`src/ssw_params.svh`:
```
/*
 * Timing constants for the supply supervisor and watchdog reset block.
 * Assumes a 125 MHz system clock.
 */
`ifndef SSW_PARAMS_SVH
`define SSW_PARAMS_SVH
`define SSW_CLK_HZ 125000000
`define SSW_RELEASE_MS 200
`define SSW_WDOG_MS 1600
`define SSW_RELEASE_CYC ((`SSW_CLK_HZ / 1000) * `SSW_RELEASE_MS)
`define SSW_WDOG_CYC ((`SSW_CLK_HZ / 1000) * `SSW_WDOG_MS)
`endif

```
`src/ssw_pkg.sv`:
```
/*
 * Types for the supply supervisor block.
 * Assumes nothing beyond the params header.
 */
package ssw_pkg;
    typedef enum logic [1:0] {
        SSW_ST_HOLD = 2'b00,
        SSW_ST_RELEASE = 2'b01,
        SSW_ST_RUN = 2'b10
    } ssw_state_t;
endpackage

```
`src/ssw_sync.sv`:
```
/*
 * Three-stage input synchroniser with agreement filter.
 * Assumes an asynchronous input and the system clock.
 */
`timescale 1ns/1ps
`default_nettype none
module ssw_sync #(
    parameter logic RST_VAL = 1'b0
) (
    // Clock and reset
    input wire logic clk_sys_i,
    input wire logic sys_rst_i,
    // Data
    input wire logic async_i,
    output logic sync_o
);
    logic [2:0] stage_reg;
    logic [2:0] stage_next;
    logic out_reg;
    logic out_next;

    always_comb
    begin
        stage_next = {stage_reg[1:0], async_i};
        out_next = out_reg;
        if (stage_reg[1] == stage_reg[2])
        begin
            out_next = stage_reg[2];
        end
    end

    always_ff @(posedge clk_sys_i)
    begin
        if (sys_rst_i)
        begin
            stage_reg <= {3{RST_VAL}};
            out_reg <= RST_VAL;
        end
        else
        begin
            stage_reg <= stage_next;
            out_reg <= out_next;
        end
    end

    assign sync_o = out_reg;
endmodule
`default_nettype wire

```
`src/ssw_supervisor.sv`:
```
/*
 * Supply supervisor: reset hold, release timeout, manual reset,
 * watchdog, write inhibit and auxiliary low flag.
 * Assumes comparator results and pins arrive asynchronously.
 */
`timescale 1ns/1ps
`default_nettype none
`include "ssw_params.svh"

// What this block does
// - Reset outputs assert while main supply is below threshold.
// - After supply recovers, reset holds for about 200 ms.
// - An outside force on reset pin starts and holds reset.
// - Any watchdog toggle edge restarts the watchdog timer.
// - Host toggles within 1.6 s, otherwise reset asserts.
// - Memory writes are inhibited while supply is below threshold.
// - Aux low output drives low while aux sense is below reference.
// - Build parameter picks dual-polarity reset or watchdog variant.
module ssw_supervisor
    import ssw_pkg::*;
#(
    parameter bit HAS_WATCHDOG = 1'b1,
    parameter int unsigned RELEASE_CYC = `SSW_RELEASE_CYC,
    parameter int unsigned WDOG_CYC = `SSW_WDOG_CYC
) (
    // Clock and reset
    input wire logic clk_sys_i,
    input wire logic sys_rst_i,
    // Comparators, high when supply ok
    input wire logic supply_ok_i,
    input wire logic aux_sense_input_i,
    // Watchdog
    input wire logic watchdog_toggle_input_i,
    // Active-low reset pin
    input wire logic rst_n_pin_i,
    output logic rst_n_pin_o,
    output logic rst_n_pin_oe_o,
    // Active-high reset pin
    input wire logic rst_hi_pin_i,
    output logic rst_hi_pin_o,
    output logic rst_hi_pin_oe_o,
    // Aux low open drain
    output logic aux_low_output_o,
    output logic aux_low_output_oe_o,
    // Memory
    output logic write_inhibit_o,
    // Status
    output var ssw_pkg::ssw_state_t state_o
);
    import ssw_pkg::*;

    logic supply_ok_s;
    logic aux_ok_s;
    logic wdi_s;
    logic pin_n_s;
    ssw_state_t state_reg;
    ssw_state_t state_next;
    logic [31:0] cnt_reg;
    logic [31:0] cnt_next;
    logic wdi_reg;
    logic wdi_next;
    logic drive_reg;
    logic drive_next;
    logic winh_reg;
    logic winh_next;
    logic aux_low_reg;
    logic aux_low_next;
    logic forced;
    logic wdi_edge;
    logic [3:0] quiet_reg;
    logic [3:0] quiet_next;
    logic manual_reg;
    logic manual_next;

    // ----------------------------------------
    // Input synchronisers
    // ----------------------------------------
    ssw_sync #(.RST_VAL(1'b0)) u_sync_sup (
        .clk_sys_i(clk_sys_i),
        .sys_rst_i(sys_rst_i),
        .async_i(supply_ok_i),
        .sync_o(supply_ok_s)
    );
    ssw_sync #(.RST_VAL(1'b0)) u_sync_aux (
        .clk_sys_i(clk_sys_i),
        .sys_rst_i(sys_rst_i),
        .async_i(aux_sense_input_i),
        .sync_o(aux_ok_s)
    );
    ssw_sync #(.RST_VAL(1'b0)) u_sync_wdi (
        .clk_sys_i(clk_sys_i),
        .sys_rst_i(sys_rst_i),
        .async_i(watchdog_toggle_input_i),
        .sync_o(wdi_s)
    );
    ssw_sync #(.RST_VAL(1'b1)) u_sync_pin (
        .clk_sys_i(clk_sys_i),
        .sys_rst_i(sys_rst_i),
        .async_i(rst_n_pin_i),
        .sync_o(pin_n_s)
    );

    // ----------------------------------------
    // Reset sequencer
    // ----------------------------------------
    // Outside force only once synchroniser has seen our release
    assign forced = !pin_n_s && !drive_reg && (quiet_reg == 4'h0);
    assign wdi_edge = HAS_WATCHDOG && (wdi_s != wdi_reg);

    always_comb
    begin
        state_next = state_reg;
        cnt_next = cnt_reg;
        wdi_next = wdi_s;
        drive_next = drive_reg;
        winh_next = !supply_ok_s;
        aux_low_next = !aux_ok_s;
        quiet_next = {quiet_reg[2:0], drive_reg};
        manual_next = manual_reg && supply_ok_s;
        case (state_reg)
            SSW_ST_HOLD:
            begin
                drive_next = !(supply_ok_s && manual_reg);
                cnt_next = 32'h0;
                if (supply_ok_s && (!manual_reg || pin_n_s))
                begin
                    state_next = SSW_ST_RELEASE;
                    drive_next = 1'b1;
                    manual_next = 1'b0;
                end
            end
            SSW_ST_RELEASE:
            begin
                drive_next = 1'b1;
                if (!supply_ok_s)
                begin
                    state_next = SSW_ST_HOLD;
                    cnt_next = 32'h0;
                end
                else if (cnt_reg >= RELEASE_CYC - 1)
                begin
                    state_next = SSW_ST_RUN;
                    cnt_next = 32'h0;
                    drive_next = 1'b0;
                end
                else
                begin
                    cnt_next = cnt_reg + 32'h1;
                end
            end
            SSW_ST_RUN:
            begin
                drive_next = 1'b0;
                if (!supply_ok_s)
                begin
                    state_next = SSW_ST_HOLD;
                    drive_next = 1'b1;
                    cnt_next = 32'h0;
                end
                else if (forced)
                begin
                    state_next = SSW_ST_HOLD;
                    manual_next = 1'b1;
                    cnt_next = 32'h0;
                end
                else if (wdi_edge)
                begin
                    cnt_next = 32'h0;
                end
                else if (HAS_WATCHDOG && cnt_reg >= WDOG_CYC - 1)
                begin
                    state_next = SSW_ST_RELEASE;
                    drive_next = 1'b1;
                    cnt_next = 32'h0;
                end
                else if (HAS_WATCHDOG)
                begin
                    cnt_next = cnt_reg + 32'h1;
                end
            end
            default:
            begin
                state_next = SSW_ST_HOLD;
                drive_next = 1'b1;
                cnt_next = 32'h0;
            end
        endcase
    end

    always_ff @(posedge clk_sys_i)
    begin
        if (sys_rst_i)
        begin
            state_reg <= SSW_ST_HOLD;
            cnt_reg <= 32'h0;
            wdi_reg <= 1'b0;
            drive_reg <= 1'b1;
            winh_reg <= 1'b1;
            aux_low_reg <= 1'b1;
            quiet_reg <= 4'hf;
            manual_reg <= 1'b0;
        end
        else
        begin
            state_reg <= state_next;
            cnt_reg <= cnt_next;
            wdi_reg <= wdi_next;
            drive_reg <= drive_next;
            winh_reg <= winh_next;
            aux_low_reg <= aux_low_next;
            quiet_reg <= quiet_next;
            manual_reg <= manual_next;
        end
    end

    // ----------------------------------------
    // Pin drivers
    // ----------------------------------------
    // Open drain: drive low to assert, float otherwise
    assign rst_n_pin_o = 1'b0;
    assign rst_n_pin_oe_o = drive_reg;
    // Active-high: drive high to assert, float otherwise, only in the dual-polarity variant
    assign rst_hi_pin_o = 1'b1;
    assign rst_hi_pin_oe_o = !HAS_WATCHDOG && drive_reg;
    assign aux_low_output_o = 1'b0;
    assign aux_low_output_oe_o = aux_low_reg;
    assign write_inhibit_o = winh_reg;
    assign state_o = state_reg;

    // ----------------------------------------
    // Assertions
    // ----------------------------------------
    property p_sup_low_asserts;
        @(posedge clk_sys_i) disable iff (sys_rst_i)
        !supply_ok_s |=> rst_n_pin_oe_o;
    endproperty
    a_sup_low_asserts: assert property (p_sup_low_asserts) else $error("Reset not driven in low supply");

    property p_release_hold;
        @(posedge clk_sys_i) disable iff (sys_rst_i)
        (state_reg == SSW_ST_RELEASE) && (cnt_reg < RELEASE_CYC - 1) |=> rst_n_pin_oe_o;
    endproperty
    a_release_hold: assert property (p_release_hold) else $error("Reset released early");

    property p_release_end;
        @(posedge clk_sys_i) disable iff (sys_rst_i)
        (state_reg == SSW_ST_RELEASE) && supply_ok_s && (cnt_reg >= RELEASE_CYC - 1) |=> !rst_n_pin_oe_o;
    endproperty
    a_release_end: assert property (p_release_end) else $error("Reset not released after timeout");

    property p_forced;
        @(posedge clk_sys_i) disable iff (sys_rst_i)
        (state_reg == SSW_ST_RUN) && forced |=> (state_reg == SSW_ST_HOLD);
    endproperty
    a_forced: assert property (p_forced) else $error("Manual force ignored");

    property p_wdi_restart;
        @(posedge clk_sys_i) disable iff (sys_rst_i)
        (state_reg == SSW_ST_RUN) && supply_ok_s && !forced && wdi_edge |=> (cnt_reg == 32'h0);
    endproperty
    a_wdi_restart: assert property (p_wdi_restart) else $error("Toggle did not restart timer");

    property p_wdog_bound;
        @(posedge clk_sys_i) disable iff (sys_rst_i)
        (state_reg == SSW_ST_RUN) |-> (cnt_reg < WDOG_CYC);
    endproperty
    a_wdog_bound: assert property (p_wdog_bound) else $error("Watchdog overran period");

    property p_winh;
        @(posedge clk_sys_i) disable iff (sys_rst_i)
        !supply_ok_s |=> write_inhibit_o;
    endproperty
    a_winh: assert property (p_winh) else $error("Write not inhibited");

    property p_aux;
        @(posedge clk_sys_i) disable iff (sys_rst_i)
        aux_ok_s |=> !aux_low_output_oe_o;
    endproperty
    a_aux: assert property (p_aux) else $error("Aux low stuck");

    property p_variant;
        @(posedge clk_sys_i) disable iff (sys_rst_i)
        rst_hi_pin_oe_o |-> (!HAS_WATCHDOG && rst_n_pin_oe_o);
    endproperty
    a_variant: assert property (p_variant) else $error("Active-high reset in wrong variant");

    c_release: cover property (@(posedge clk_sys_i) disable iff (sys_rst_i)
        (state_reg == SSW_ST_RELEASE) ##1 (state_reg == SSW_ST_RUN));
    c_wdog_fire: cover property (@(posedge clk_sys_i) disable iff (sys_rst_i)
        (state_reg == SSW_ST_RUN) ##1 (state_reg == SSW_ST_RELEASE));
    c_forced: cover property (@(posedge clk_sys_i) disable iff (sys_rst_i)
        (state_reg == SSW_ST_RUN) && forced);
endmodule
`default_nettype wire

```
`config.mk`:
```
export PLATFORM = sky130hd
export DESIGN_NAME = ssw_supervisor
export DESIGN_NICKNAME = d
export VERILOG_FILES = /design/src/ssw_pkg.sv /design/src/ssw_sync.sv /design/src/ssw_supervisor.sv
export VERILOG_INCLUDE_DIRS = /design/src
export SDC_FILE = /design/constraint.sdc
export NUM_CORES = 1
export LEC_CHECK = 0
export BUFFER_PORTS_ARGS = -buffer_cell sky130_fd_sc_hd__buf_4
export CAP_MARGIN = 20
export CORE_UTILIZATION = 60
export CTS_BUF_LIST = sky130_fd_sc_hd__clkbuf_2 sky130_fd_sc_hd__clkbuf_4 sky130_fd_sc_hd__clkbuf_8
export CTS_CLUSTER_SIZE = 28
export DETAILED_ROUTE_END_ITERATION = 8
export GPL_ROUTABILITY_DRIVEN = 0
export MAX_ROUTING_LAYER = met4
export PLACE_DENSITY = 0.79
export SLEW_MARGIN = 10
export SYNTH_ARGS = -nofsm -noshare
export SYNTH_HDL_FRONTEND = slang
export SYNTH_HIERARCHICAL = 1
export SYNTH_SLANG_ARGS = --single-unit
```
`constraint.sdc`:
```
create_clock -name clk_sys_i -period 3.1 [get_ports clk_sys_i]
set_input_delay 0.62 -clock clk_sys_i [delete_from_list [all_inputs] [get_ports clk_sys_i]]
set_output_delay 0.62 -clock clk_sys_i [all_outputs]
set_load 0.02 [all_outputs]
```
# After elaboration in Yosys (flattened, before gate mapping)

Cells that the tools add are included.

Logic and storage cells: 71
Input port bits: 7
Flip-flop bits (word level): 59

$add $sub $neg: 1
Equality and inequality tests: 11
Reductions and logical operators: 14
Magnitude comparators: 2
Muxes and demuxes: 27

Operators by type and width:

| kind                    | number |
|---|---|
| $mux W32                | 6 |
| $pmux W32 S2            | 1 |
| $add A32 B1 Y32 const B | 1 |
| $ge A32 B25 Y1 const B  | 1 |
| $ge A32 B28 Y1 const B  | 1 |
| $mux W2                 | 7 |
| $mux W1                 | 10 |
| $ne A4 B4 Y1 const B    | 2 |
| $logic_not A1 Y1        | 6 |
| $pmux W2 S3             | 1 |
| $eq A1 B1 Y1            | 4 |
| $logic_and A1 B1 Y1     | 4 |
| $logic_not A4 Y1        | 1 |
| $reduce_and A4 Y1       | 1 |
| $ne A3 B3 Y1 const B    | 1 |
| $pmux W1 S3             | 1 |
| $eq A2 B1 Y1 const B    | 1 |
| $eq A2 B2 Y1 const B    | 1 |
| $logic_not A2 Y1        | 1 |
| $ne A2 B2 Y1 const B    | 1 |
| $pmux W1 S2             | 1 |
| $logic_or A1 B1 Y1      | 1 |
| $ne A1 B1 Y1            | 1 |

# Depth between registers and ports, before layout

Gate-level depths: netlist of the first run.

Depth in word-level cells: 6
Mapped depth: 9
Gate-level depth less buffers: 8

# Hierarchy

Netlist of the first run, hierarchy kept.

Modules (own cells, without submodules):

| module                    | instances | area each (µm²) | cells an instance |
|---|---|---|---|
| ssw_supervisor            | 1         | 1973.1          | 223 |
| ssw_sync (u_sync_aux ...) | 3         | 112.6           | 10 |
| ssw_sync (u_sync_pin)     | 1         | 115.1           | 10 |

# Least setup slack after synthesis of the first run

Ideal clock, no wire load.

Kind: register to register
Start: register state_reg[1], in the netlist state_o[1]
End: register cnt_reg[12]
Path slack: 0.996 ns
Clock period less this slack: 2.104 ns
Arrival time: 2.041 ns
Cell stages (with the launch flop): 9
Data required time: 3.036 ns
Path through: dfxtp_1 ha_1 inv_1 a311oi_1 inv_1 nor4_1 o21ai_4 buf_4 nor2_1

Word-level cells in the longest chain between the ends: 2
Elaborated cells between the ends (all ways): 3
Those cells by class: eq/ne: 2; mux: 1

Ends and longest elaborated chain:

| what                                                | RTL line              | text |
|---|---|---|
| start, declared                                     | ssw_supervisor.sv:56  | `ssw_state_t state_reg;` |
| start signal, assigned                              | ssw_supervisor.sv:205 | `state_reg <= state_next;` |
| $eq A2 B2 Y1 / $eq A2 B1 Y1 (equally long branches) | ssw_supervisor.sv:120 | `case (state_reg)` |
| $pmux W32 S2 (*)                                    | ssw_supervisor.sv:120 |  |
| end signal, assigned                                | ssw_supervisor.sv:206 | `cnt_reg <= cnt_next;` |
| end, declared                                       | ssw_supervisor.sv:58  | `logic [31:0] cnt_reg;` |

Every way passes the cells marked *; elsewhere a longest branch is shown, timed or not.
A chain may end at the register's enable or synchronous reset.

# Worst setup path in the final report of the first run

Start: register cnt_reg[0]
End: register cnt_reg[15]

Word-level cells in the longest chain between the ends: 6
Elaborated cells between the ends (all ways): 10
Those cells by class: add/sub: 1; order compare: 2; mux: 7

Ends and longest elaborated chain:

| what                                                     | RTL line                                                            | text |
|---|---|---|
| $add A32 B1 Y32 / $ge A32 B28 Y1 (equally long branches) | ssw_supervisor.sv:148, ssw_supervisor.sv:178, ssw_supervisor.sv:170 |  |
| $mux W32                                                 | ssw_supervisor.sv:170                                               | `else if (HAS_WATCHDOG && cnt_reg >= WDOG_CYC - 1)` |
| $mux W32                                                 | ssw_supervisor.sv:166                                               | `else if (wdi_edge)` |
| $mux W32                                                 | ssw_supervisor.sv:160                                               | `else if (forced)` |
| $mux W32                                                 | ssw_supervisor.sv:154                                               | `if (!supply_ok_s)` |
| $pmux W32 S2 (*)                                         | ssw_supervisor.sv:120                                               |  |

Marked as above.

==> results by group, run 1 <==
Status
  • Status: finished clean

CTS
  • Root Driver: sky130_fd_sc_hd__clkbuf_8
  • CTS Buf Count: 9
  • Clock-pin slew on the worst setup and hold paths: about 0.070 ns
  • Sink Count: 59
  • Post CTS Setup Buffer Count: 0
  • CTS H-tree depth: 3
  • Clock latency at the later pin of the worst-skew pair: 0.33 ns
  • Gates resized, CTS repair: 0
  • Number of hold buffers added after CTS: 0
  • Clock tree from TritonCTS: built
  • Maximum root-to-sink buffer count: 2

STA
  • Final hold violation count: 0
  • Maximum clock skew at final layout: between 0.005 and 0.006 ns
  • RSZ-0062 raised after global routing: no
  • Post-route fraction of the period consumed by the critical path: between 80 and 90%
  • Clock period minus final worst setup slack: between 2 and 3 ns
  • Worst-Margin Slew: roughly 0.54 ns
  • Maximum operating frequency: 398 MHz
  • Setup TNS Final: 0 ns
  • Worst max-slew margin expressed relative to the limit: between 60% and 70%
  • Final number of setup-violating endpoints: 0
  • Worst hold margin: around 0.42 ns
  • Final Max Tran Viols: 0

Logic synthesis
  • Post-synth top area cell: sky130_fd_sc_hd__dfxtp_1
  • Average instance area after synthesis: 9.22 µm²
  • Post-synthesis sequential area ratio: roughly half
  • Number of flops mapped to enable cells by yosys: 0
  • Dominant register cell in the synthesized netlist: sky130_fd_sc_hd__dfxtp_1
  • Count of different cell masters after synthesis: between 40 and 50
  • Total number of yosys warnings: 6
  • Top cells by area, synth: sky130_fd_sc_hd__dfxtp_1 (49%), sky130_fd_sc_hd__nor2_1 (6.7%), sky130_fd_sc_hd__xor2_1 (6.1%)
  • Post-synthesis register bit count: 59
  • Share of the synthesized area in the top cell type: roughly half
  • Cell area after synthesis: 2430 µm²
  • Cells after synthesis: approximately 260
  • Share of synthesized registers carrying an async set or reset: 0%

Finish
  • Leading cell type in the layout, fill and taps excluded: sky130_fd_sc_hd__dfxtp_1
  • Synthesis-to-layout area growth: 12.8%
  • Max FFs per register: 32
  • Share of final-layout standard cells stronger than drive strength 1: 12.8%
  • Top library cells by usage in the layout, fill and taps aside: sky130_fd_sc_hd__dfxtp_1 (59), sky130_fd_sc_hd__nor2_1 (43), sky130_fd_sc_hd__nand2_1 (18)
  • Final-stage net count: 296
  • # diodes: 0

Global route
  • Wire length of the first global-routing pass: approximately 6800 µm
  • Number of antenna violations at the first check in global routing: 0
  • Number of global-route vias before repair: between 1500 and 2000
  • Maximum number of pins on one net before global-route repair: 28
  • Total GRT Usage: between 20 and 25%
  • Overall overflow remaining after global route: 0

Critical path
  • Sort of element at the end of the critical path: flip-flop
  • Cell count of the worst reg-to-reg path: 8
  • Destination of the worst register-to-register timing path: cnt_reg[15]$_SDFF_PP0_
  • Biggest fanout along the worst timing path: 18
  • Worst setup slack for register-to-register paths: 0.59 ns
  • Req. time, crit path: approximately 3.3 ns
  • Data arrival time of the critical path: about 2.7 ns
  • Critical register-to-register path startpoint: cnt_reg[0]$_SDFF_PP0_
  • Worst setup SP type: flip-flop
  • Setup CP Type: reg -> reg

Drt
  • Post-DR wirelength/cell: 12.2 µm
  • DR iter-0 viols: 130
  • Antenna Violating Nets Remaining: 0
  • Total wire length after detailed routing: roughly 4000 µm
  • Vias: 1741
  • Ratio of routed vias to standard cells: between 5 and 6
  • Final routed DRC violation total: 0
  • Pre-Repair DR Iteration Count: 4

Pwr
  • LEAKAGE: 0.932 nW
  • Power density over the cells: between 500 and 600 nW/µm²
  • Worst vdd rail ir drop: between 400 and 500 µV

Worst hold path
  • Hold endpoint: u_sync_pin/stage_reg[1]$_SDFF_PP1_
  • Worst min-delay path startpoint: u_sync_pin/stage_reg[0]$_SDFF_PP1_
  • Path category of the worst min-delay check: reg -> reg
  • Hold-critical path depth: 1

Floorplanning
  • FP Rows: 22
  • Die height: 65.6 µm
  • Initial standard-cell utilization of the core: about 64%
  • Die area: 4300 µm²
  • Core box area: about 3800 µm²
  • Floorplan die width: about 66 µm
  • Ports: 16

Placement
  • Final HPWL DP: 2710 µm
  • # port buffers: 10

Flow run
  • Number of maximum-capacitance constraint violations: 0
## cell type report
cell class                 count  area [µm²]
tap                           48        60.1
multi-input combinational    194        1180
clock inverter                 6        67.6
inverter                       8        30.0
fill                         290        1030
timing repair buffer          12        90.1
sequential                    59        1180
clock buffer                   9         124
## synth_stat cells, drive strengths merged (2+ instances only)
cell type,n
a21oi,6
and3,5
and4,2
buf,6
clkbuf,2
conb,2
dfxtp,59
ha,5
inv,8
mux2i,2
nand2,18
nand2b,5
nand3,12
nand4,8
nor2,44
nor2b,12
nor3,2
nor4,3
nor4b,2
o211ai,2
o21ai,7
or2,7
or3,2
or3b,2
xnor2,9
xor2,17
## metal layers
layer	global-route usage [%]	wire length [µm]	vias to the layer above	share of wire, %
met5	-	0	-	0
met4	11.4	51	0	1.2
met3	5.73	182	6	4.4
met2	32.7	1860	36	45
met1	26.7	2000	782	49
li1	-	-	917	-
## critical path, cell delays in order (launching register included)
cell and delay [ns]:
sky130_fd_sc_hd__dfxtp_1 0.34, sky130_fd_sc_hd__ha_1 0.22, sky130_fd_sc_hd__nand4_1 0.26, sky130_fd_sc_hd__or3_1 0.45, sky130_fd_sc_hd__a2111oi_4 0.33, sky130_fd_sc_hd__nor4_1 0.13, sky130_fd_sc_hd__o21ai_4 0.30, sky130_fd_sc_hd__buf_4 0.29
sky130_fd_sc_hd__nor2_1 0.08
## stage by stage
| stage | total power [mW] | area [µm²] | setup WS (ns) | std cells | util (%) |
|---|---|---|---|---|---|
| after global placement | 0.855 | 2550 | 0.677 | 321 | 67.5 |
| after floorplan | 0.841 | 2450 | 0.996 | 269 | - |
| after detailed placement | 0.856 | 2550 | 0.639 | 321 | 67.5 |
| after global routing | 1.56 | 2740 | 0.385 | 336 | 72.6 |
| after CTS | 1.52 | 2740 | 0.579 | 336 | 72.6 |
| final | 1.51 | 2740 | 0.588 | 336 | 72.6 |
## report_power, final
group / internal [mW] / leakage (nW) / switching, mW
combinational: 0.0279 / 0.373 / 0.0322
sequential: 0.772 / 0.479 / 0.00767
clock: 0.365 / 0.0796 / 0.300
total: 1.17 / 0.932 / 0.340
## cells by family (layout without fill, tap and decap cells)
family,count (synthesis),in the layout,share of synthesized area (%)
flip-flops,59,59,48.7
AND/OR/NAND/NOR,127,127,26.6
adder cells (fa/ha/maj),5,5,2.58
XOR/XNOR,26,26,9.39
other,2,8,0.310
AO/OA/AOI/OAI,26,26,8.20
multiplexers,2,2,0.825
buffers and inverters,16,35,3.40
## worst max path at each step
| stage | from | to | slack, ns |
|---|---|---|---|
| final | cnt_reg[0]$_SDFF_PP0_ | cnt_reg[15]$_SDFF_PP0_ | 0.59 |
| after global routing | cnt_reg[20]$_SDFF_PP0_ | cnt_reg[17]$_SDFF_PP0_ | 0.38 |
| after CTS | cnt_reg[0]$_SDFF_PP0_ | cnt_reg[15]$_SDFF_PP0_ | 0.58 |
| after detailed placement | cnt_reg[0]$_SDFF_PP0_ | cnt_reg[19]$_SDFF_PP0_ | 0.64 |
| after global placement | cnt_reg[0]$_SDFF_PP0_ | cnt_reg[17]$_SDFF_PP0_ | 0.68 |
| after floorplan | state_o[1]$_SDFFE_PP0P_ | cnt_reg[12]$_SDFF_PP0_ | 1.0 |
Note: power is estimated with default switching activity, not from simulation.
==> inputs of run 2 (changes only) <==
--- a/config.mk
+++ b/config.mk
@@ -6,6 +6,7 @@
 export SDC_FILE = /design/constraint.sdc
 export NUM_CORES = 1
 export LEC_CHECK = 0
+export ABC_AREA = 1
 export BUFFER_PORTS_ARGS = -buffer_cell sky130_fd_sc_hd__buf_4
 export CAP_MARGIN = 20
 export CORE_UTILIZATION = 60
==> constraint.sdc (replaced) <==
create_clock -name clk_sys_i -period 2.5 [get_ports clk_sys_i]
set_input_delay 0.5 -clock clk_sys_i [delete_from_list [all_inputs] [get_ports clk_sys_i]]
set_output_delay 0.5 -clock clk_sys_i [all_outputs]
set_load 0.02 [all_outputs]
==> results by group, run 2 <==
Critical path
  • Req. time, crit path: approximately 2.8 ns
  • Biggest fanout along the worst timing path: 25
  • Setup CP Type: reg -> reg
  • Worst setup slack for register-to-register paths: around 0.60 ns
  • Worst setup SP type: flip-flop
  • Sort of element at the end of the critical path: flip-flop
  • Data arrival time of the critical path: 2.16 ns

Logic synthesis
  • Total number of yosys warnings: 6
  • Count of different cell masters after synthesis: 32
  • Top-count cell post-synth: sky130_fd_sc_hd__nor2_1
  • Cells after synthesis: roughly 360
  • Share of the synthesized area in the top cell type: 44.1%
  • Cell area after synthesis: between 2000 and 3000 µm²
  • Post-synthesis register bit count: between 50 and 60
  • Share of synthesized registers carrying an async set or reset: 0%
  • Dominant register cell in the synthesized netlist: sky130_fd_sc_hd__dfxtp_1
  • Post-synthesis sequential area ratio: around 44%
  • Most frequent cells after synthesis: sky130_fd_sc_hd__nor2_1 (69), sky130_fd_sc_hd__nand2_1 (62), sky130_fd_sc_hd__dfxtp_1 (59)
  • Top cells by area, synth: sky130_fd_sc_hd__dfxtp_1 (44%), sky130_fd_sc_hd__nor2_1 (9.7%), sky130_fd_sc_hd__nand2_1 (8.7%)
  • Average instance area after synthesis: 7.47 µm²
  • Number of flops mapped to enable cells by yosys: 0
  • Post-synth top area cell: sky130_fd_sc_hd__dfxtp_1

Floorplanning
  • Core box area: ~4100 µm²
  • FP Rows: 23
  • Ports: 16
  • Floorplan die width: between 60 and 70 µm
  • Die height: roughly 69 µm
  • Initial standard-cell utilization of the core: about two thirds
  • Die area: 4740 µm²

Pwr
  • Switching power: about 550 µW
  • Total design power: between 2 and 2.5 mW
  • Sequential Power Share: between 40% and 50%
  • Clock network fraction of total power: 43.0%
  • Worst vdd rail ir drop: 506 µV
  • LEAKAGE: 1.24 nW
  • Switching power as a share of total power: 24.6%
  • Part of the total power dissipated in combinational logic: a little under an eighth
  • Power density over the cells: 749 nW/µm²
  • Cell internal power dissipation: 1.70 mW

CTS
  • Gates resized, CTS repair: 0
  • Clock latency at the later pin of the worst-skew pair: between 0.3 and 0.4 ns
  • Number of hold buffers added after CTS: 0
  • CTS H-tree depth: 3
  • Post CTS Setup Buffer Count: 0
  • CTS Buf Count: 9
  • Sink Count: slightly below 60
  • Maximum root-to-sink buffer count: 2
  • Clock-pin slew on the worst setup and hold paths: ~0.06 ns
  • Clock tree from TritonCTS: built
  • Root Driver: sky130_fd_sc_hd__clkbuf_8

STA
  • RSZ-0062 raised after global routing: no
  • Maximum operating frequency: around 530 MHz
  • Final Max Tran Viols: 0
  • Post-route fraction of the period consumed by the critical path: roughly three quarters
  • Final number of setup-violating endpoints: 0
  • Worst hold margin: 0.334 ns
  • Clock period minus final worst setup slack: between 1.5 and 2 ns
  • Final hold violation count: 0
  • Maximum clock skew at final layout: around 0.0086 ns
  • Setup TNS Final: 0 ns

Global route
  • Wire length of the first global-routing pass: 7760 µm
  • Overall overflow remaining after global route: 0
  • Number of antenna violations at the first check in global routing: 0
  • Number of global-route vias before repair: 1813
  • Maximum number of pins on one net before global-route repair: 26
  • Total GRT Usage: a little under a quarter

Drt
  • Vias: 2116
  • Final routed DRC violation total: 0
  • Ratio of routed vias to standard cells: 4.89
  • Post-DR wirelength/cell: between 10 and 15 µm
  • Pre-Repair DR Iteration Count: 4
  • Antenna Violating Nets Remaining: 0
  • Total wire length after detailed routing: between 4000 and 5000 µm
  • DR iter-0 viols: 118

Finish
  • Number of fillers in the final layout: 357
  • Top library cells by usage in the layout, fill and taps aside: sky130_fd_sc_hd__nor2_1 (69), sky130_fd_sc_hd__nand2_1 (62), sky130_fd_sc_hd__dfxtp_1 (59)
  • Synthesis-to-layout area growth: 12.2%
  • # diodes: 0
  • Area occupied by multi-input gates: between 1000 and 1500 µm²
  • Leading cell type in the layout, fill and taps excluded: sky130_fd_sc_hd__nor2_1
  • Final-stage net count: 391
  • Max FFs per register: 32
  • Area occupied by registers: 1180 µm²
  • Share of final-layout standard cells stronger than drive strength 1: about an eighth
  • Summed area of non-filler cells in the final layout: between 3000 and 4000 µm²
  • Cell Count, Final, Fillers Out: roughly 430

Placement
  • Area of placed instances: 2780 µm²
  • Placed insts: 418
  • Final HPWL DP: 3250 µm
  • # port buffers: 10

Worst hold path
  • Path category of the worst min-delay check: in -> reg

Status
  • Status: finished clean

Flow run
  • Number of maximum-capacitance constraint violations: 0
-- run 2: cell count changes after synthesis, moves of 5 or more --
cell                       before  now
sky130_fd_sc_hd__nand2_1       18   62
sky130_fd_sc_hd__inv_1          8   48
sky130_fd_sc_hd__nor2_1        43   69
sky130_fd_sc_hd__nor2b_1       12    0
sky130_fd_sc_hd__nor2_2         1   12
sky130_fd_sc_hd__nand3_1       12   18
sky130_fd_sc_hd__a21oi_1        6   11
sky130_fd_sc_hd__and3_1         5    0
sky130_fd_sc_hd__nand2b_1       5    0
sky130_fd_sc_hd__nor3_1         2    7
sky130_fd_sc_hd__o21ai_0        3    8
-- run 2: power groups by stage --
stage / sequential [mW] / combinational, mW / clock (mW)
finish: 1.02 / 0.264 / 0.969
global route: 1.03 / 0.301 / 1.02
CTS: 1.02 / 0.264 / 0.988
detailed placement: 1.04 / 0.262 / 0
global placement: 1.04 / 0.262 / 0
floorplan: 1.06 / 0.166 / 0
-- run 2: final cells by class --
| cell class | instances | share of cell area [%] |
|---|---|---|
| Clock inverter | 4 | 2.45 |
| Inverter | 50 | 6.24 |
| Tap cell | 50 | 2.08 |
| Clock buffer | 11 | 5.03 |
| Timing Repair Buffer | 10 | 2.50 |
| Sequential cell | 59 | 39.3 |
| Multi-Input combinational cell | 249 | 42.4 |
-- run 2: path summary, 6_finish.rpt --
path	startpoint	to	depth (start not counted)
setup / recovery	cnt_reg[0]$_SDFF_PP0_	cnt_reg[20]$_SDFF_PP0_	12
hold / removal	rst_n_pin_i	u_sync_pin/stage_reg[0]$_SDFF_PP1_	2
setup reg to reg	cnt_reg[0]$_SDFF_PP0_	cnt_reg[20]$_SDFF_PP0_	12
hold reg to reg	u_sync_wdi/stage_reg[0]$_SDFF_PP0_	u_sync_wdi/stage_reg[1]$_SDFF_PP0_	2
-- run 2: stage by stage --
| step | setup slack [ns] | util, % |
|---|---|---|
| floorplan | 0.913 | - |
| global placement | 0.655 | 67.1 |
| detailed placement | 0.594 | 67.1 |
| CTS | 0.581 | 72.6 |
| global route | 0.424 | 72.6 |
| finish | 0.604 | 72.6 |
-- run 2: logic make-up after synthesis --
kind of cell	Yosys count	synth area share, %
AOI/OAI and AO/OA	26	5.93
and+or+nand+nor	192	32.4
buffers and inverters	57	9.15
DFF	59	44.1
adders and majority gates	5	2.33
other	2	0.280
xor gates and xnor gates	18	5.88
-- run 2: layer usage --
layer	global-route usage, %	vias to the layer above	wire (µm)
met2	35.9	31	2120
met5	-	-	0
li1	-	1147	-
met1	27.6	929	2320
met3	7.07	9	180
met4	14.3	0	79
-- run 2: worst max-delay path: stages (launching register included) --
cell and delay, ns:
sky130_fd_sc_hd__dfxtp_1 0.32, sky130_fd_sc_hd__ha_1 0.21, sky130_fd_sc_hd__nand2_1 0.13, sky130_fd_sc_hd__nor2_4 0.06, sky130_fd_sc_hd__nand2_1 0.11, sky130_fd_sc_hd__nand3_1 0.10, sky130_fd_sc_hd__nand2_1 0.07, sky130_fd_sc_hd__nand2_1 0.07
sky130_fd_sc_hd__nand2_1 0.10, sky130_fd_sc_hd__nand3_2 0.12, sky130_fd_sc_hd__o21ai_4 0.12, sky130_fd_sc_hd__nand2_4 0.22, sky130_fd_sc_hd__nor3_1 0.18
